$ cat config.mk
export PLATFORM = sky130hd
export DESIGN_NAME = iap_flash_ctrl
export DESIGN_NICKNAME = d
export VERILOG_FILES = /design/src/rtl/iap_pkg.sv /design/src/rtl/iap_flash_ctrl.sv /design/src/rtl/iap_wbuf.sv
export VERILOG_INCLUDE_DIRS = /design/src /design/src/rtl
export SDC_FILE = /design/constraint.sdc
export NUM_CORES = 1
export LEC_CHECK = 0
export ABC_AREA = 1
export BUFFER_PORTS_ARGS = -buffer_cell sky130_fd_sc_hd__buf_2
export CAP_MARGIN = 20
export CORE_ASPECT_RATIO = 1.2
export CORE_MARGIN = 3
export CORE_UTILIZATION = 35
export CTS_CLUSTER_SIZE = 14
export DETAILED_ROUTE_END_ITERATION = 6
export GPL_ROUTABILITY_DRIVEN = 0
export PLACE_DENSITY_LB_ADDON = 0.25
export SYNTH_ARGS = -nofsm -noshare
export SYNTH_HDL_FRONTEND = slang
export SYNTH_SLANG_ARGS = --single-unit
export TNS_END_PERCENT = 20
$ cat constraint.sdc
create_clock -name mclk_i -period 5.1 [get_ports mclk_i]
set_clock_uncertainty 0.05 [all_clocks]
set_input_delay 0.765 -clock mclk_i [delete_from_list [all_inputs] [get_ports mclk_i]]
set_output_delay 0.765 -clock mclk_i [all_outputs]
set_load 0.02 [all_outputs]
$ cat src/rtl/iap_consts.svh
// Constants for the flash programming control block: register offsets,
// field positions, reset values, unlock key and timing figures.
// Assumes a 40 MHz system clock and a byte-addressed AXI4-Lite window.
`ifndef IAP_CONSTS_SVH
`define IAP_CONSTS_SVH

// ****************************************************************
// Register byte offsets
// ****************************************************************
`define IAP_OFS_ADDR_LOW   6'h00
`define IAP_OFS_ADDR_HIGH  6'h04
`define IAP_OFS_DATA0_LOW  6'h08
`define IAP_OFS_DATA3_HIGH 6'h24
`define IAP_OFS_OP_CTRL    6'h28
`define IAP_OFS_RST_KEY    6'h2C

// ****************************************************************
// Register word indices
// ****************************************************************
`define IAP_IDX_ADDR_LOW   4'h0
`define IAP_IDX_ADDR_HIGH  4'h1
`define IAP_IDX_DATA0_LOW  4'h2
`define IAP_IDX_DATA0_HIGH 4'h3
`define IAP_IDX_DATA3_HIGH 4'h9
`define IAP_IDX_OP_CTRL    4'hA
`define IAP_IDX_RST_KEY    4'hB

// ****************************************************************
// Control register fields and reset values
// ****************************************************************
`define IAP_BIT_UNLOCKED   7
`define IAP_BIT_TRIGGER    3
`define IAP_BIT_PROG_GO    2
`define IAP_BIT_RD_PERMIT  1
`define IAP_BIT_RD_GO      0
`define IAP_RST_BYTE       8'h00
`define IAP_MODE_WRITE     3'h0
`define IAP_MODE_ERASE     3'h1
`define IAP_MODE_READ      3'h3
`define IAP_MODE_UNLOCK    3'h6
`define IAP_HIGH_ADDR_W    5
`define IAP_PAGE_LAST      5'h1F
`define IAP_CHIP_RST_KEY   8'h55

// ****************************************************************
// Unlock key, second to fourth data pairs
// ****************************************************************
`define IAP_KEY1_LOW       8'h00
`define IAP_KEY2_LOW       8'h0D
`define IAP_KEY3_LOW       8'hC3
`define IAP_KEY1_HIGH      8'h04
`define IAP_KEY2_HIGH      8'h09
`define IAP_KEY3_HIGH      8'h40

// ****************************************************************
// Timing
// ****************************************************************
`define IAP_CLK_HZ         40000000
`define IAP_CLK_PERIOD_NS  25
`define IAP_SUB_HZ         32768
`define IAP_SUB_DIV        (`IAP_CLK_HZ / `IAP_SUB_HZ)
`define IAP_PROG_TIME_NS   2200000
`define IAP_UNLOCK_TICKS   64

// ****************************************************************
// AXI responses
// ****************************************************************
`define IAP_RESP_OKAY      2'h0
`define IAP_RESP_SLVERR    2'h2

`endif

$ cat src/rtl/iap_pkg.sv
// Types shared by the flash programming control block.
// Assumes the constants header is on the include path.
package iap_pkg;

  typedef enum logic [4:0] {
    IAP_ST_IDLE  = 5'h01,
    IAP_ST_ERASE = 5'h02,
    IAP_ST_WRITE = 5'h04,
    IAP_ST_WAIT  = 5'h08,
    IAP_ST_READ  = 5'h10
  } iap_state_t;

  // Request towards the flash array.
  typedef struct packed {
    logic        erase;
    logic        wr_en;
    logic        rd_req;
    logic [12:0] addr;
    logic [15:0] wdata;
  } iap_flash_req_t;

  typedef struct packed {
    iap_state_t       st;
    logic [12:0]      addr;
    logic [7:0][7:0]  data;
    logic             unlocked;
    logic [2:0]       mode;
    logic             trig;
    logic             prog_go;
    logic             rd_permit;
    logic             rd_go;
    logic [7:0]       rst_key;
    logic [10:0]      sub_div;
    logic [7:0]       unl_cnt;
    logic [16:0]      prog_cnt;
    logic [4:0]       widx;
    logic             bvalid;
    logic [1:0]       bresp;
    logic             rvalid;
    logic [1:0]       rresp;
    logic [31:0]      rdata;
    iap_flash_req_t   freq;
    logic             chip_rst;
  } iap_regs_t;

endpackage

$ cat src/rtl/iap_flash_ctrl.sv
// Flash programming control: AXI4-Lite register file, unlock sequence,
// page write buffer loading and erase/write/read sequencing.
// Assumes a flash array on the same clock that takes one word per
// cycle on write and answers a read request with an acknowledge.
//
// Contract
// - High address keeps bits 12..8, upper zero
// - Low data write only stores itself
// - High data write loads word into buffer
// - Address pair increments after each load
// - Clearing unlocked bit disables erase/write
// - Software cannot set unlocked; hardware does
// - Mode codes: write, erase, read, unlock
// - Trigger starts timer; expiry clears trigger
// - Program go starts; hardware clears when done
// - Reads blocked without read permit
// - Read go starts read; cleared when done
// - CPU stalled while erase, write or read runs
// - Key 55H resets whole chip
// - Unlock key pattern in data pairs 1-3
// - Wrong key leaves erase/write locked
// - Buffer is one page, address stops
// - Erase or write lasts 2.2 ms
`timescale 1ns/10ps
`include "iap_consts.svh"
module iap_flash_ctrl
  import iap_pkg::*;
#(
  parameter int PROG_CYCLES  = `IAP_PROG_TIME_NS / `IAP_CLK_PERIOD_NS,
  parameter int UNLOCK_TICKS = `IAP_UNLOCK_TICKS
) (
  // Clock and reset
  input  wire logic        mclk_i,
  input  wire logic        rst_b_i,
  // AXI4-Lite write address and data
  input  wire logic        s_axi_awvalid_i,
  output logic             s_axi_awready_o,
  input  wire logic [5:0]  s_axi_awaddr_i,
  input  wire logic        s_axi_wvalid_i,
  output logic             s_axi_wready_o,
  input  wire logic [31:0] s_axi_wdata_i,
  input  wire logic [3:0]  s_axi_wstrb_i,
  // AXI4-Lite write response
  output logic             s_axi_bvalid_o,
  input  wire logic        s_axi_bready_i,
  output logic      [1:0]  s_axi_bresp_o,
  // AXI4-Lite read
  input  wire logic        s_axi_arvalid_i,
  output logic             s_axi_arready_o,
  input  wire logic [5:0]  s_axi_araddr_i,
  output logic             s_axi_rvalid_o,
  input  wire logic        s_axi_rready_i,
  output logic      [31:0] s_axi_rdata_o,
  output logic      [1:0]  s_axi_rresp_o,
  // Flash array
  output iap_flash_req_t   flash_req_o,
  input  wire logic        flash_rd_ack_i,
  input  wire logic [15:0] flash_rd_data_i,
  // System
  output logic             cpu_stall_o,
  output logic             chip_reset_o
);

  // ****************************************************************
  // Local state
  // ****************************************************************
  // Registers and sequencer share one packed struct, so reset and the
  // next-state copy can never drift apart.
  iap_regs_t   s;
  iap_regs_t   next_s;
  logic        wb_we;
  logic        wb_clr;
  logic [15:0] wb_wdata;
  logic [15:0] wb_rdata;
  logic        wr_fire;
  logic        rd_fire;
  logic [3:0]  widx_reg;
  logic [3:0]  ridx_reg;
  logic        sub_tick;
  logic        key_ok;
  logic        set_unl;
  logic [2:0]  wmode;

  // ****************************************************************
  // Register read view
  // ****************************************************************
  function automatic logic [31:0] reg_view(input iap_regs_t r,
                                           input logic [3:0] idx);
    logic [31:0] v;
    v = 32'h0000_0000;
    case (idx)
      `IAP_IDX_ADDR_LOW:  v[7:0] = r.addr[7:0];
      `IAP_IDX_ADDR_HIGH: v[`IAP_HIGH_ADDR_W-1:0] = r.addr[12:8];
      `IAP_IDX_OP_CTRL:   v[7:0] = {r.unlocked, r.mode, r.trig, r.prog_go,
                                    r.rd_permit, r.rd_go};
      `IAP_IDX_RST_KEY:   v[7:0] = r.rst_key;
      default: begin
        if (idx >= `IAP_IDX_DATA0_LOW && idx <= `IAP_IDX_DATA3_HIGH) begin
          v[7:0] = r.data[3'(idx - `IAP_IDX_DATA0_LOW)];
        end
      end
    endcase
    return v;
  endfunction

  // ****************************************************************
  // Bus handshake
  // ****************************************************************
  // Write ready follows valid combinationally; a new write waits until the
  // previous response has been accepted, so one write is in flight.
  // Both channels are taken together so the write never splits.
  assign wr_fire         = s_axi_awvalid_i && s_axi_wvalid_i && !s.bvalid;
  assign rd_fire         = s_axi_arvalid_i && !s.rvalid;
  assign s_axi_awready_o = wr_fire;
  assign s_axi_wready_o  = wr_fire;
  assign s_axi_arready_o = !s.rvalid;
  assign widx_reg        = s_axi_awaddr_i[5:2];
  assign ridx_reg        = s_axi_araddr_i[5:2];
  assign wmode           = s_axi_wdata_i[6:4];

  // ****************************************************************
  // Unlock key compare
  // ****************************************************************
  // The key is judged only when the timer expires, so the order in which
  // software fills the data pairs does not matter.
  // unlock key pattern
  assign key_ok = (s.data[2] == `IAP_KEY1_LOW)  &&
                  (s.data[3] == `IAP_KEY1_HIGH) &&
                  (s.data[4] == `IAP_KEY2_LOW)  &&
                  (s.data[5] == `IAP_KEY2_HIGH) &&
                  (s.data[6] == `IAP_KEY3_LOW)  &&
                  (s.data[7] == `IAP_KEY3_HIGH);

  // Sub clock tick: one enable pulse per divider period. The ratio is
  // rounded down, so the unlock window is slightly shorter than nominal.
  assign sub_tick = (s.sub_div == 11'(`IAP_SUB_DIV - 1));

  // ****************************************************************
  // Next state
  // ****************************************************************
  always_comb begin
    next_s           = s;
    wb_we            = 1'b0;
    wb_clr           = 1'b0;
    wb_wdata         = {s_axi_wdata_i[7:0], s.data[0]};
    set_unl          = 1'b0;
    next_s.chip_rst  = 1'b0;
    next_s.freq.erase = 1'b0;
    next_s.freq.wr_en = 1'b0;
    next_s.sub_div   = sub_tick ? 11'h000 : s.sub_div + 11'h001;

    if (s.trig && sub_tick) begin
      if (s.unl_cnt == 8'(UNLOCK_TICKS - 1)) begin
        next_s.trig    = 1'b0;
        next_s.unl_cnt = 8'h00;
        set_unl        = key_ok && (s.mode == `IAP_MODE_UNLOCK);
      end else begin
        next_s.unl_cnt = s.unl_cnt + 8'h01;
      end
    end

    if (wr_fire) begin
      next_s.bvalid = 1'b1;
      next_s.bresp  = (s_axi_awaddr_i <= `IAP_OFS_RST_KEY) ?
                      `IAP_RESP_OKAY : `IAP_RESP_SLVERR;
      if (s_axi_wstrb_i[0] && s_axi_awaddr_i <= `IAP_OFS_RST_KEY) begin
        case (widx_reg)
          `IAP_IDX_ADDR_LOW: next_s.addr[7:0] = s_axi_wdata_i[7:0];
          `IAP_IDX_ADDR_HIGH: begin
            next_s.addr[12:8] = s_axi_wdata_i[`IAP_HIGH_ADDR_W-1:0];
          end
          `IAP_IDX_DATA0_LOW: next_s.data[0] = s_axi_wdata_i[7:0];
          `IAP_IDX_DATA0_HIGH: begin
            next_s.data[1] = s_axi_wdata_i[7:0];
            if (s.unlocked) begin
              wb_we = 1'b1;
              if (s.addr[4:0] != `IAP_PAGE_LAST) begin
                next_s.addr = s.addr + 13'h0001;
              end
            end
          end
          `IAP_IDX_OP_CTRL: begin
            next_s.unlocked  = s.unlocked & s_axi_wdata_i[`IAP_BIT_UNLOCKED];
            next_s.mode      = wmode;
            next_s.rd_permit = s_axi_wdata_i[`IAP_BIT_RD_PERMIT];
            if (s_axi_wdata_i[`IAP_BIT_TRIGGER] && !s.trig) begin
              next_s.trig    = 1'b1;
              next_s.unl_cnt = 8'h00;
            end
            if (s.st == IAP_ST_IDLE) begin
              // start erase or write when unlocked
              if (s_axi_wdata_i[`IAP_BIT_PROG_GO] && next_s.unlocked &&
                  (wmode == `IAP_MODE_WRITE || wmode == `IAP_MODE_ERASE)) begin
                next_s.prog_go = 1'b1;
                next_s.widx    = 5'h00;
                next_s.st      = (wmode == `IAP_MODE_ERASE) ?
                                 IAP_ST_ERASE : IAP_ST_WRITE;
              end else if (s_axi_wdata_i[`IAP_BIT_RD_GO] && s.rd_permit &&
                           wmode == `IAP_MODE_READ) begin
                next_s.rd_go       = 1'b1;
                next_s.freq.rd_req = 1'b1;
                next_s.freq.addr   = s.addr;
                next_s.st          = IAP_ST_READ;
              end
            end
          end
          `IAP_IDX_RST_KEY: begin
            next_s.rst_key = s_axi_wdata_i[7:0];
            next_s.chip_rst = (s_axi_wdata_i[7:0] == `IAP_CHIP_RST_KEY);
          end
          default: begin
            next_s.data[3'(widx_reg - `IAP_IDX_DATA0_LOW)] =
              s_axi_wdata_i[7:0];
          end
        endcase
      end
    end else if (s.bvalid && s_axi_bready_i) begin
      next_s.bvalid = 1'b0;
    end

    if (rd_fire) begin
      next_s.rvalid = 1'b1;
      next_s.rdata  = reg_view(s, ridx_reg);
      next_s.rresp  = (s_axi_araddr_i <= `IAP_OFS_RST_KEY) ?
                      `IAP_RESP_OKAY : `IAP_RESP_SLVERR;
    end else if (s.rvalid && s_axi_rready_i) begin
      next_s.rvalid = 1'b0;
    end

    // ****************************************************************
    // Operation sequencer
    // ****************************************************************
    case (s.st)
      IAP_ST_IDLE: begin
      end
      IAP_ST_ERASE: begin
        next_s.freq.erase = 1'b1;
        next_s.freq.addr  = {s.addr[12:5], 5'h00};
        next_s.prog_cnt   = 17'h00000;
        next_s.st         = IAP_ST_WAIT;
      end
      IAP_ST_WRITE: begin
        next_s.freq.wr_en = 1'b1;
        next_s.freq.addr  = {s.addr[12:5], s.widx};
        next_s.freq.wdata = wb_rdata;
        next_s.widx       = s.widx + 5'h01;
        next_s.prog_cnt   = 17'h00000;
        if (s.widx == `IAP_PAGE_LAST) begin
          next_s.st = IAP_ST_WAIT;
        end
      end
      IAP_ST_WAIT: begin
        // The array gives no done signal for programming; the wait is a
        // fixed count, so a slower array needs a larger PROG_CYCLES.
        // programming time
        if (s.prog_cnt == 17'(PROG_CYCLES - 1)) begin
          next_s.prog_go = 1'b0;
          next_s.st      = IAP_ST_IDLE;
          wb_clr         = (s.mode == `IAP_MODE_WRITE);
        end else begin
          next_s.prog_cnt = s.prog_cnt + 17'h00001;
        end
      end
      IAP_ST_READ: begin
        // The address was latched at start, so a later address write
        // cannot change the word being fetched.
        if (flash_rd_ack_i) begin
          next_s.data[0]     = flash_rd_data_i[7:0];
          next_s.data[1]     = flash_rd_data_i[15:8];
          next_s.rd_go       = 1'b0;
          next_s.freq.rd_req = 1'b0;
          next_s.st          = IAP_ST_IDLE;
        end
      end
      default: begin
        next_s.st = IAP_ST_IDLE;
      end
    endcase

    // A hardware unlock beats a software clear in the same cycle.
    if (set_unl) begin
      next_s.unlocked = 1'b1;
    end
  end

  // ****************************************************************
  // State register
  // ****************************************************************
  always_ff @(posedge mclk_i) begin
    if (!rst_b_i) begin
      s          <= '0;
      s.st       <= IAP_ST_IDLE;
      s.bresp    <= `IAP_RESP_OKAY;
      s.rresp    <= `IAP_RESP_OKAY;
      s.rst_key  <= `IAP_RST_BYTE;
    end else begin
      s <= next_s;
    end
  end

  // ****************************************************************
  // Page write buffer
  // ****************************************************************
  // Loads use the live address; the burst reads by the sequencer index.
  iap_wbuf u_wbuf (
    .mclk_i  (mclk_i),
    .rst_b_i (rst_b_i),
    .clr_i   (wb_clr),
    .we_i    (wb_we),
    .widx_i  (s.addr[4:0]),
    .wdata_i (wb_wdata),
    .ridx_i  (s.widx),
    .rdata_o (wb_rdata)
  );

  // ****************************************************************
  // Outputs
  // ****************************************************************
  assign s_axi_bvalid_o = s.bvalid;
  assign s_axi_bresp_o  = s.bresp;
  assign s_axi_rvalid_o = s.rvalid;
  assign s_axi_rdata_o  = s.rdata;
  assign s_axi_rresp_o  = s.rresp;
  assign flash_req_o    = s.freq;
  assign cpu_stall_o    = (s.st != IAP_ST_IDLE);
  assign chip_reset_o   = s.chip_rst;

endmodule // iap_flash_ctrl

$ cat src/rtl/iap_wbuf.sv
// Page write buffer: 32 words of 16 bits, one write port and one
// combinational read port, cleared as a whole in one cycle.
// Assumes the controller serialises writes, reads and clears.
`timescale 1ns/10ps
module iap_wbuf
  import iap_pkg::*;
(
  // Clock and reset
  input  wire logic        mclk_i,
  input  wire logic        rst_b_i,
  // Load and clear
  input  wire logic        clr_i,
  input  wire logic        we_i,
  input  wire logic [4:0]  widx_i,
  input  wire logic [15:0] wdata_i,
  // Read
  input  wire logic [4:0]  ridx_i,
  output logic      [15:0] rdata_o
);

  logic [15:0] mem [32];

  // ****************************************************************
  // Storage
  // ****************************************************************
  for (genvar i = 0; i < 32; i++) begin : g_word
    always_ff @(posedge mclk_i) begin
      if (!rst_b_i || clr_i) begin
        mem[i] <= 16'h0000;
      end else if (we_i && (widx_i == 5'(i))) begin
        mem[i] <= wdata_i;
      end
    end
  end

  assign rdata_o = mem[ridx_i];

endmodule // iap_wbuf

== After elaboration in Yosys (flattened, before gate mapping) ==
Memories as Yosys holds them, arrays and structs flattened. A register that Yosys moved wholly into a read port is not among the register bits.
Cells that the tools add are included.

* Register bits after elaboration: 170
* Bits in writable memories: 512
* Input port bits: 72
* Output and inout port bits: 75
* Word-level logic and storage cells: 455
* Memories kept: 1

{| class="wikitable"
|+ Memories
! memory !! words !! bits a word !! read ports !! clocked after memory_dff !! wr ports !! RTL line !! source
|-
| u_wbuf.mem || 32 || 16 || 1 || 1 || 32 || iap_wbuf.sv:21 || <nowiki>logic [15:0] mem [32];</nowiki>
|}

* Add/sub/neg operators: 7
* Magnitude comparators: 7
* Equal/unequal tests: 63
* Multiplexer cells: 212
* Bitwise logic cells: 35
* Reductions and logical operators: 98

{| class="wikitable"
|+ Operators by type and width
! kind !! count
|-
| $mux 16 || 34
|-
| $mux 98 || 2
|-
| $mux 1 || 127
|-
| $eq 5x5->1 const B || 18
|-
| $mux 8 || 11
|-
| $mux 14 || 6
|-
| $mux 5 || 13
|-
| $bwmux 64 || 1
|-
| $logic_and 1x1->1 || 52
|-
| $mux 48 || 1
|-
| $pmux 8 s2 || 3
|-
| $eq 5x4->1 const B || 9
|-
| $pmux 17 s2 || 1
|-
| $or 1x1->1 || 32
|-
| $mux 13 || 2
|-
| $pmux 13 s2 || 1
|-
| $reduce_bool 2->1 || 13
|-
| $eq 5x3->1 const B || 5
|-
| $pmux 5 s5 || 1
|-
| $bmux 8 s3 || 1
|-
| $demux 8 s3 || 1
|-
| $pmux 5 s4 || 1
|-
| $add 17x1->17 const B || 1
|-
| $eq 17x17->1 const B || 1
|-
| other kinds (50) || 85
|}

== Logic depth before layout (Yosys ltp) ==
Gate-level depths: netlist (run 1).

* Depth after elaboration: 11
* Mapped depth: 15
* Mapped depth without buffers: 12

== Hierarchy ==
Synthesis (run 1) repeated with hierarchy kept, for this count alone.

* Cell total of the unflattened synthesis: 3926
* Area total of the unflattened synthesis: 34246.6 um2

{| class="wikitable"
|+ Modules (own cells, without submodules)
! module !! times used !! cells each !! area an instance (um2)
|-
| iap_wbuf || 1 || 2479 || 24516.0
|-
| iap_flash_ctrl || 1 || 1447 || 9730.6
|}

== Worst setup path before layout (run 1) ==
Ideal clock, no wire load.

* Path kind: in2reg
* From: in s_axi_awvalid_i
* To: mem u_wbuf.mem[16][0], enable pin
* Setup time: 0.411 ns
* Arrival time: 3.208 ns
* Slack: 1.431 ns
* Stages: 8
* Buffers on the path: 2
* Path through: nand2_1 -> nor2_2 -> inv_2 -> nor3_4 -> nand2_2 -> buf_2 -> clkbuf_1 -> o21ai_0

{| class="wikitable"
|+ RTL lines
! element !! RTL line !! source
|-
| start, declared || iap_flash_ctrl.sv:36 || <nowiki>input wire logic s_axi_awvalid_i,</nowiki>
|-
| end, declared || iap_wbuf.sv:21 ||
|}

==> results of run 1 <==
-- final timing paths --
path | start | to | slack [ps] | cells after the start
worst max-delay path | s[76] | u_wbuf.mem[31][7] | 1960 | 11
worst min-delay path | s_axi_bready_i | s_axi_bvalid_o | 340 | 4
worst max register to register | s[76] | u_wbuf.mem[31][7] | 1960 | 11
worst min register to register | s[101] | s[101] | 390 | 1
-- cell families (layout without fill, tap and decap cells) --
group / count (synthesis) / in the layout
buf+inv: 534 / 522
flops: 696 / 696
xor+xnor: 8 / 8
compound gates: 491 / 491
fa+ha+maj: 11 / 11
simple gates: 2124 / 2124
other cells: 1 / 26
-- per-layer routing --
layer / routed length [µm] / share of wire / up-vias
met3: 5760 / 0.057 / 181
li1: - / - / 12600
met5: 0 / 0 / -
met1: 42600 / 0.42 / 12700
met4: 3520 / 0.035 / 0
met2: 49300 / 0.49 / 847
-- cell usage after synthesis (all sizes together) (32+ instances only) --
master | count | area share
a21oi | 191 | 0.029
buf | 134 | 0.025
clkbuf | 181 | 0.021
dfxtp | 184 | 0.11
edfxtp | 512 | 0.47
inv | 209 | 0.024
nand2 | 824 | 0.096
nand3 | 294 | 0.045
nand4 | 42 | 0.0080
nor2 | 926 | 0.11
o211ai | 32 | 0.0073
o21ai | 215 | 0.033
o22ai | 33 | 0.0063
-- critical path, delay by kind of cell, from the launching register on --
| family | cells | cell delay (ps) |
|---|---|---|
| AND/OR/NAND/NOR | 8 | 1880 |
| flip-flops | 1 | 370 |
| buffers and inverters | 1 | 250 |
| adder cells (fa/ha/maj) | 1 | 190 |
| AO/OA/AOI/OAI | 1 | 80 |
-- cell type report --
class                      count  area, µm²  area share
sequential                   696      19100       0.521
multi-input combinational   2660      11600       0.317
clock buffer                  98       2040      0.0556
tap                         1240       1550      0.0424
timing repair buffer         170       1120      0.0306
inverter                     219        830      0.0227
clock inverter                35        410      0.0112
-- stage by stage --
stage          setup WS [ps]  hold slack, ps   util
6_report                1960             341  0.395
5_1_grt                 1660             359  0.395
4_1_cts                 1960             316  0.395
3_5_place_dp            1380             394  0.369
3_3_place_gp            1430             383  0.369
2_1_floorplan           1430             368      -
-- power breakdown --
| part | internal, mW | switching [mW] |
|---|---|---|
| sequential | 6.21 | 0.0443 |
| clock | 3.14 | 2.35 |
| combinational | 0.111 | 0.393 |
| total | 9.47 | 2.79 |
-- sequential cells by signal, summed over array words and instances (netlist names), named ones only --
signal / count
s_axi_bvalid_o: 1
s: 91
u_wbuf.mem: 512
s_axi_rdata_o: 8
flash_req_o: 32
s_axi_rvalid_o: 1
s_axi_bresp_o: 1
s_axi_rresp_o: 1
chip_reset_o: 1
==> reports/results.tsv, run 1 <==
stage	metric	value	unit
routing	avgRoutedWirePerCell	19.8	µm
synthesis	async_reset_ff_frac	0	
grt	use_met1	0.267	
die	io_pins	147	
critical_path	slowest_delay	730	ps
grt	antenna_found_initial	0	
synthesis	syn_inst	3865	
grt	grt_use_total	0.203	
grt	grt_pass1_vias	24600	
clocking	clock_path_buffers	3	
synthesis	syn-cell-area	0.0329	mm²
synthesis	syn-mean-instance-area	8.51	µm²
die	rows	122	
critical_path	cp-end-kind	flop	
pwr	vdd_drop_max	215	µV
grt	globalRouteOverflowTotal	0	
synthesis	yosys_warnings	0	
cells_and_area	mostFrequentLayoutCell	nor2_1	
critical_path	start_kind	flop	
critical_path	path_cells	ha_1 > nand2_1 > nor2_2 > nand2_1 > nor2_1 > nand3_1 > nand2_1 > o21ai_4 > buf_4 > nand3_1 > nor2_1	
cells_and_area	instances_no_fill	5118	
routing	firstDrtPassIters	5	
sta	tns	0	ps
flow_run	max_cap_viol_count	0	
routing	dr.first_iter.drc_count	2271	
clocking	cts_hold_buf	0	
die	die_h	342	µm
clocking	clock_sinks	696	
sta	fin_crit	3140	ps
placement	hpwl	61100	µm
routing	drc	0	
synthesis	synth_compound_area_frac	0.0797	
sta	clock.fmax	0.318	GHz
grt	top_usage_layer	met2	
cells_and_area	nets	3906	
cells_and_area	final_cell_area	0.0366	mm²
critical_path	cpMaxStageDelayCell	nand3_1	
critical_path	cp_data_arrival_time	3420	ps
synthesis	ys.flop_type	edfxtp_1	
placement	place_area	0.0342	mm²
run_status	status	finished, final reports clean	
placement	place.port_buffers	93	
sta	timing.final.crit_share	0.616	
sta	hold_viol	0	
synthesis	synth_top_family_by_area	simple AND/OR/NAND/NOR gates	
pwr	total_power	12.3	mW
routing	ant_nets	0	
sta	setup_viol	0	
cells_and_area	nFillCells	9388	
die	die_area	0.0977	mm²
synthesis	muxShareOfSynthArea	0	
synthesis	yosys_register_bits	696	
placement	placedCellCount	4985	
synthesis	synthAdderAreaFrac	0.00419	
critical_path	crit_top_cell	nand2_1	
critical_path	crit_fanout	29	
clocking	cts_resized	0	
cells_and_area	drive_above_1_share	0.0877	
min_path	hp-class	input port to flop	
synthesis	synth_xor_area_frac	0.00213	
die	start_util	0.355	
sta	rsz0062_at_grt	no	
synthesis	synth-simple-area-share	0.263	
sta	slew_viol_final	0	
cells_and_area	final_cell_mix	nor2_1 (910), nand2_1 (792), edfxtp_1 (512)	
grt	grt_use_met2	0.345	
routing	wirelength	101000	µm
pwr	powerDensity	335	mW/mm²
synthesis	yosysUniqueCellTypes	41	
die	die_w	286	µm
sta	tightest_slew	996	ps
grt	grt_pass1_wl	152000	µm
clocking	post_cts_buffers	0	
clocking	h-tree-depth	3	
grt	grt_max_degree	146	
synthesis	seq_area_frac_synth	0.580	
clocking	cts_tree	done	
cells_and_area	area_growth_syn_to_layout	11.3	%
routing	via_count	26300	
clocking	root_buffer	clkbuf_16	
critical_path	critPathKind	flop to flop	
grt	use_met3	0.0252	
critical_path	critPathRequiredTime	5380	ps
clocking	cts_buffers	76	
clocking	clk_pin_slew	60	ps
die	core	0.0927	mm²
sta	slew_headroom	0.334	
routing	vias_per_cell	5.14	
pwr	p_leak	13.7	nW
clocking	insertion_delay	640	ps
synthesis	synth_edf_count	512	
cells_and_area	antennaDiodeCount	0	
Power figures use the tool's default switching activity.
==> run 2, diff against run 1 <==
Clock period 5.1 ns to 2.6 ns, I/O delays scaled along.
==> reports/results.tsv, run 2 (same netlist as run 1, synthesis figures left out) <==
stage	metric	value	unit	change
pwr	p_clk_frac	0.434		was 0.448
min_path	whs_endpoint	s_axi_rvalid_o		was s_axi_bvalid_o
routing	firstDrtPassIters	5		unchanged
routing	dr.first_iter.drc_count	2072		was 2271
routing	vias_per_cell	5.10		was 5.14
routing	via_count	26500		was 26300
pwr	p_seq_frac	0.519		was 0.511
placement	place_area	0.0353	mm²	was 0.0342 mm²
critical_path	path_cells	ha_1 > nand2_1 > nor2_2 > nand2_1 > nor2_1 > nand3_1 > nand2_1 > o21ai_4 > buf_12 > o21ai_1 > buf_4		was ha_1 > nand2_1 > nor2_2 > nand2_1 > nor2_1 > nand3_1 > nand2_1 > o21ai_4 > buf_4 > nand3_1 > nor2_1
sta	rsz0062_at_grt	yes		was no
sta	slew_viol_final	0		unchanged
die	core	0.0927	mm²	unchanged
min_path	hp-class	input port to flop		unchanged
die	start_util	0.355		unchanged
pwr	vdd_drop_max	504	µV	was 215 µV
clocking	cts_buffers	74		was 76
cells_and_area	nets	3992		was 3906
critical_path	crit_fanout	14		was 29
grt	grt_pass1_wl	154000	µm	was 152000 µm
pwr	p_int	18.4	mW	was 9.47 mW
grt	antenna_found_initial	2		was 0
sta	tns	0	ps	unchanged
clocking	clock_sinks	696		unchanged
pwr	total_power	23.7	mW	was 12.3 mW
sta	tightest_slew	787	ps	was 996 ps
die	die_area	0.0977	mm²	unchanged
die	die_h	342	µm	unchanged
clocking	insertion_delay	630	ps	was 640 ps
cells_and_area	ff_latch_area	0.0191	mm²	unchanged
die	rows	122		unchanged
critical_path	rr_worst_depth	11		unchanged
cells_and_area	antennaDiodeCount	0		unchanged
pwr	powerDensity	628	mW/mm²	was 335 mW/mm²
grt	grt_pass1_vias	25600		was 24600
pwr	p_leak	14.3	nW	was 13.7 nW
clocking	cts_tree	done		unchanged
cells_and_area	largest_reg_flops	512		unchanged
routing	drc	0		unchanged
clocking	root_buffer	clkbuf_16		unchanged
run_status	status	finished, final reports clean		unchanged
critical_path	r2r_slack	170	ps	was 1960 ps
pwr	netSwitchingPower	5.30	mW	was 2.79 mW
sta	hold_viol	0		unchanged
placement	place.port_buffers	93		unchanged
sta	fin_crit	2430	ps	was 3140 ps
pwr	p_comb_frac	0.047		was 0.041
flow_run	max_cap_viol_count	0		unchanged
cells_and_area	final_core_util	0.407		was 0.395
sta	whs	37.0	ps	was 341 ps
critical_path	critPathKind	flop to flop		unchanged
cells_and_area	top_register	u_wbuf.mem		unchanged
routing	wirelength	101000	µm	about the same
critical_path	reg2reg_from	s[76]		unchanged
routing	avgRoutedWirePerCell	19.5	µm	was 19.8 µm
cells_and_area	final_cell_mix	nor2_1 (909), nand2_1 (792), edfxtp_1 (512)		was nor2_1 (910), nand2_1 (792), edfxtp_1 (512)
grt	grt_max_degree	120		was 146
cells_and_area	area_growth_syn_to_layout	14.6	%	was 11.3%
grt	globalRouteOverflowTotal	0		unchanged
critical_path	start_kind	flop		unchanged
sta	slew_headroom	0.475		was 0.334
grt	grt_use_total	0.205		was 0.203
cells_and_area	final_cell_area	0.0377	mm²	was 0.0366 mm²
die	io_pins	147		unchanged
critical_path	slowest_delay	370	ps	was 730 ps
clocking	h-tree-depth	3		unchanged
sta	clock.fmax	0.412	GHz	was 0.318 GHz
cells_and_area	nFillCells	9228		was 9388
critical_path	crit_top_cell	nand2_1		unchanged
cells_and_area	drive_above_1_share	0.107		was 0.0877
min_path	min_path_cells	3		was 4
die	die_w	286	µm	unchanged
sta	timing.final.crit_share	0.933		was 0.616
routing	ant_nets	0		unchanged
placement	hpwl	65000	µm	was 61100 µm
critical_path	cp-end-kind	flop		unchanged
clocking	clk_pin_slew	60	ps	about the same
sta	setup_viol	0		unchanged
cells_and_area	multi_input_area	0.0117	mm²	was 0.0116 mm²
critical_path	cpMaxStageDelayCell	dfxtp_1		was nand3_1
cells_and_area	mostFrequentLayoutCell	nor2_1		unchanged
pwr	switching_share	0.224		was 0.227
min_path	min-delay-start	s_axi_rready_i		was s_axi_bready_i
critical_path	cp_data_arrival_time	2700	ps	was 3420 ps
critical_path	critPathRequiredTime	2870	ps	was 5380 ps
critical_path	r2r_end	u_wbuf.mem[3][0]		was u_wbuf.mem[31][7]
clocking	clock_path_buffers	3		unchanged
-- run 2: cell type report --
cell class              count  share of cell area
well taps                1240              0.0412
flip-flops and latches    696               0.506
inverters                 219              0.0220
multi-input cells        2660               0.309
repair buffers            258              0.0604
clock buffers             111              0.0572
clock inverters            21             0.00431
-- run 2: worst max-delay path by stage --
stage | startpoint | to | slack, ps | cells past startpoint
6_report | s[76] | u_wbuf.mem[3][0] | 170 | 11
5_1_grt | s[76] | u_wbuf.mem[12][11] | -30 | 11
4_1_cts | s[76] | u_wbuf.mem[3][12] | 100 | 11
3_5_place_dp | s_axi_awaddr_i[1] | u_wbuf.mem[3][12] | 100 | 10
3_3_place_gp | s_axi_awaddr_i[1] | u_wbuf.mem[3][12] | 110 | 10
2_1_floorplan | s[76] | u_wbuf.mem[28][0] | -170 | 11
-- run 2: worst max-delay path, delay by kind of cell (launching register included) --
family | cells | cell delay [ps]
AND/OR/NAND/NOR | 6 | 720
buffers and inverters | 2 | 450
flip-flops | 1 | 370
AO/OA/AOI/OAI | 2 | 360
adder cells (fa/ha/maj) | 1 | 180
-- run 2: layer usage --
metal	wire (µm)	GRT usage
met5	13	0
met4	5120	0.102
met3	5560	0.0269
met2	49700	0.355
met1	40900	0.252
-- run 2: what timing repair did --
action / in CTS / in global routing
endpoints found under the setup margin: 0 / 342
resized for setup: 0 / 2
hold buffers: 7 / 0
endpoints found under the hold margin: 7 / 0
setup buffers: 0 / 2
-- run 2: power groups by stage --
| stage | clock network (mW) | registers [mW] | logic, mW |
|---|---|---|---|
| after floorplan | 0 | 12.5 | 0.634 |
| after global placement | 0 | 12.5 | 1.10 |
| after detailed placement | 0 | 12.5 | 1.10 |
| after CTS | 10.5 | 12.3 | 1.11 |
| after global routing | 10.9 | 12.3 | 1.20 |
| final | 10.3 | 12.3 | 1.11 |
-- run 2: per-stage QoR --
| stage | instances | setup slack [ps] |
|---|---|---|
| finish | 5205 | 174 |
| detailed placement | 5064 | 104 |
| global route | 5205 | -30.3 |
| global placement | 5064 | 113 |
| CTS | 5203 | 99.8 |
| floorplan | 3890 | -170 |
==> run 3, diff against run 2 <==
Settings changed: CELL_PAD_IN_SITES_DETAIL_PLACEMENT set to 0, CELL_PAD_IN_SITES_GLOBAL_PLACEMENT set to 1.
==> reports/results.tsv, run 3 (same netlist as run 1, synthesis figures left out) <==
stage	metric	value	unit	change
run_status	status	finished, final reports clean		unchanged
cells_and_area	largest_reg_flops	512		unchanged
clocking	clk_pin_slew	60	ps	about the same
sta	slew_viol_final	0		unchanged
cells_and_area	area_growth_syn_to_layout	16.1	%	was 14.6%
routing	firstDrtPassIters	6		was 5
sta	tightest_slew	789	ps	was 787 ps
sta	timing.final.crit_share	0.919		was 0.933
critical_path	cp-end-kind	flop		unchanged
clocking	cts_tree	done		unchanged
cells_and_area	ff_latch_area	0.0191	mm²	unchanged
routing	via_count	26200		was 26500
die	core	0.0927	mm²	unchanged
sta	clock.fmax	0.418	GHz	was 0.412 GHz
placement	hpwl	70300	µm	was 65000 µm
cells_and_area	antennaDiodeCount	0		unchanged
sta	slew_headroom	0.469		was 0.475
critical_path	r2r_slack	210	ps	was 170 ps
sta	rsz0062_at_grt	yes		unchanged
clocking	post_cts_buffers	0		unchanged
cells_and_area	final_cell_mix	nor2_1 (909), nand2_1 (791), edfxtp_1 (512)		was nor2_1 (909), nand2_1 (792), edfxtp_1 (512)
routing	drc	0		unchanged
die	io_pins	147		unchanged
cells_and_area	multi_input_area	0.0117	mm²	about the same
routing	ant_nets	0		unchanged
placement	place_area	0.0354	mm²	was 0.0353 mm²
clocking	clock_sinks	696		unchanged
clocking	insertion_delay	620	ps	was 630 ps
placement	place.port_buffers	93		unchanged
clocking	clock_path_buffers	3		unchanged
grt	use_met3	0.0237		was 0.0269
cells_and_area	drive_above_1_share	0.116		was 0.107
cells_and_area	final_core_util	0.412		was 0.407
die	die_w	286	µm	unchanged
die	die_area	0.0977	mm²	unchanged
routing	avgRoutedWirePerCell	20.8	µm	was 19.5 µm
grt	use_met1	0.276		was 0.252
sta	whs	28.5	ps	was 37.0 ps
routing	vias_per_cell	5.01		was 5.10
min_path	hp-class	input port to flop		unchanged
die	start_util	0.355		unchanged
cells_and_area	mostFrequentLayoutCell	nor2_1		unchanged
cells_and_area	final_cell_area	0.0382	mm²	was 0.0377 mm²
clocking	h-tree-depth	3		unchanged
clocking	cts_buffers	78		was 74
sta	hold_viol	0		unchanged
cells_and_area	nFillCells	9372		was 9228
sta	setup_viol	0		unchanged
critical_path	cp_data_arrival_time	2670	ps	was 2700 ps
grt	grt_pass1_vias	25200		was 25600
pwr	vdd_drop_max	480	µV	was 504 µV
grt	globalRouteOverflowTotal	0		unchanged
cells_and_area	nets	4005		was 3992
routing	dr.first_iter.drc_count	1972		was 2072
clocking	root_buffer	clkbuf_16		unchanged
critical_path	crit_fanout	16		was 14
routing	wirelength	109000	µm	was 101000 µm
sta	fin_crit	2390	ps	was 2430 ps
grt	grt_max_degree	95		was 120
cells_and_area	top_register	u_wbuf.mem		unchanged
pwr	powerDensity	650	mW/mm²	was 628 mW/mm²
die	die_h	342	µm	unchanged
grt	top_usage_layer	met2		unchanged
die	rows	122		unchanged
pwr	total_power	24.8	mW	was 23.7 mW
critical_path	start_kind	flop		unchanged
flow_run	max_cap_viol_count	0		unchanged
critical_path	critPathKind	flop to flop		unchanged
pwr	p_leak	14.6	nW	was 14.3 nW
critical_path	critPathRequiredTime	2880	ps	was 2870 ps
grt	grt_use_total	0.221		was 0.205
grt	grt_use_met2	0.389		was 0.355
grt	grt_pass1_wl	161000	µm	was 154000 µm
grt	antenna_found_initial	0		was 2
run 3: cell count changes in the layout (fill, tap and decap cells not counted), moves of 6 or more:
cell | previous run | this run
nand2_4 | 0 | 11
clkinv_2 | 6 | 16
nand2_2 | 32 | 22
bufinv_16 | 1 | 9
clkbuf_1 | 22 | 15
buf_4 | 113 | 119
clkbuf_8 | 9 | 3
clkinvlp_4 | 1 | 7
run 3: metal layers:
| layer | vias up | part of all wire | wire length [µm] |
|---|---|---|---|
| met3 | 176 | 0.046 | 5020 |
| li1 | 12800 | - | - |
| met5 | - | 0 | 0 |
| met1 | 12500 | 0.41 | 44900 |
| met2 | 722 | 0.50 | 54600 |
| met4 | 0 | 0.040 | 4350 |
run 3: metrics by stage:
step                setup WS, ps  TNS, ps  cells
floorplan                   -170   -55970   3890
global placement            57.6        0   5076
detailed placement          34.5        0   5076
CTS                          117        0   5226
global route               -1.56    -3.32   5226
finish                       210        0   5226
run 3: path summary, 6_finish.rpt:
| path | startpoint | to | cells past startpoint |
|---|---|---|---|
| setup reg to reg | s[76] | u_wbuf.mem[5][10] | 11 |
| hold / removal | s_axi_araddr_i[5] | s_axi_rresp_o[1] | 3 |
| hold reg to reg | s[119] | s[119] | 2 |
| setup / recovery | s[76] | u_wbuf.mem[5][10] | 11 |
run 3: area by class of cell:
| cell class | count | area share |
|---|---|---|
| Sequential cell | 696 | 0.499 |
| Multi-Input combinational cell | 2660 | 0.307 |
| Timing Repair Buffer | 267 | 0.0624 |
| Clock buffer | 100 | 0.0563 |
| Tap cell | 1240 | 0.0406 |
| Inverter | 219 | 0.0217 |
| Clock inverter | 44 | 0.0127 |
run 3: timing repair:
| action | in CTS | in global routing |
|---|---|---|
| resized for setup | 0 | 15 |
| endpoints found under the setup margin | 0 | 198 |
| hold endpoints to repair | 6 | 0 |
| hold buffers | 6 | 0 |
run 3: report_power, final:
part	leakage, nW	internal, mW	total [mW]	switching, mW
combinational	6.53	0.323	1.14	0.819
sequential	6.77	12.2	12.3	0.0857
clock	1.28	6.78	11.4	4.62
run 3: critical path, cell delays in order, from the launching register on:
cell and delay, ps:
dfxtp_1 370, ha_1 190, nand2_1 80, nor2_2 100
nand2_1 80, nor2_1 160, nand3_1 170, nand2_2 130
o21ai_4 140, buf_4 250, nand2_2 300, nor2_1 90
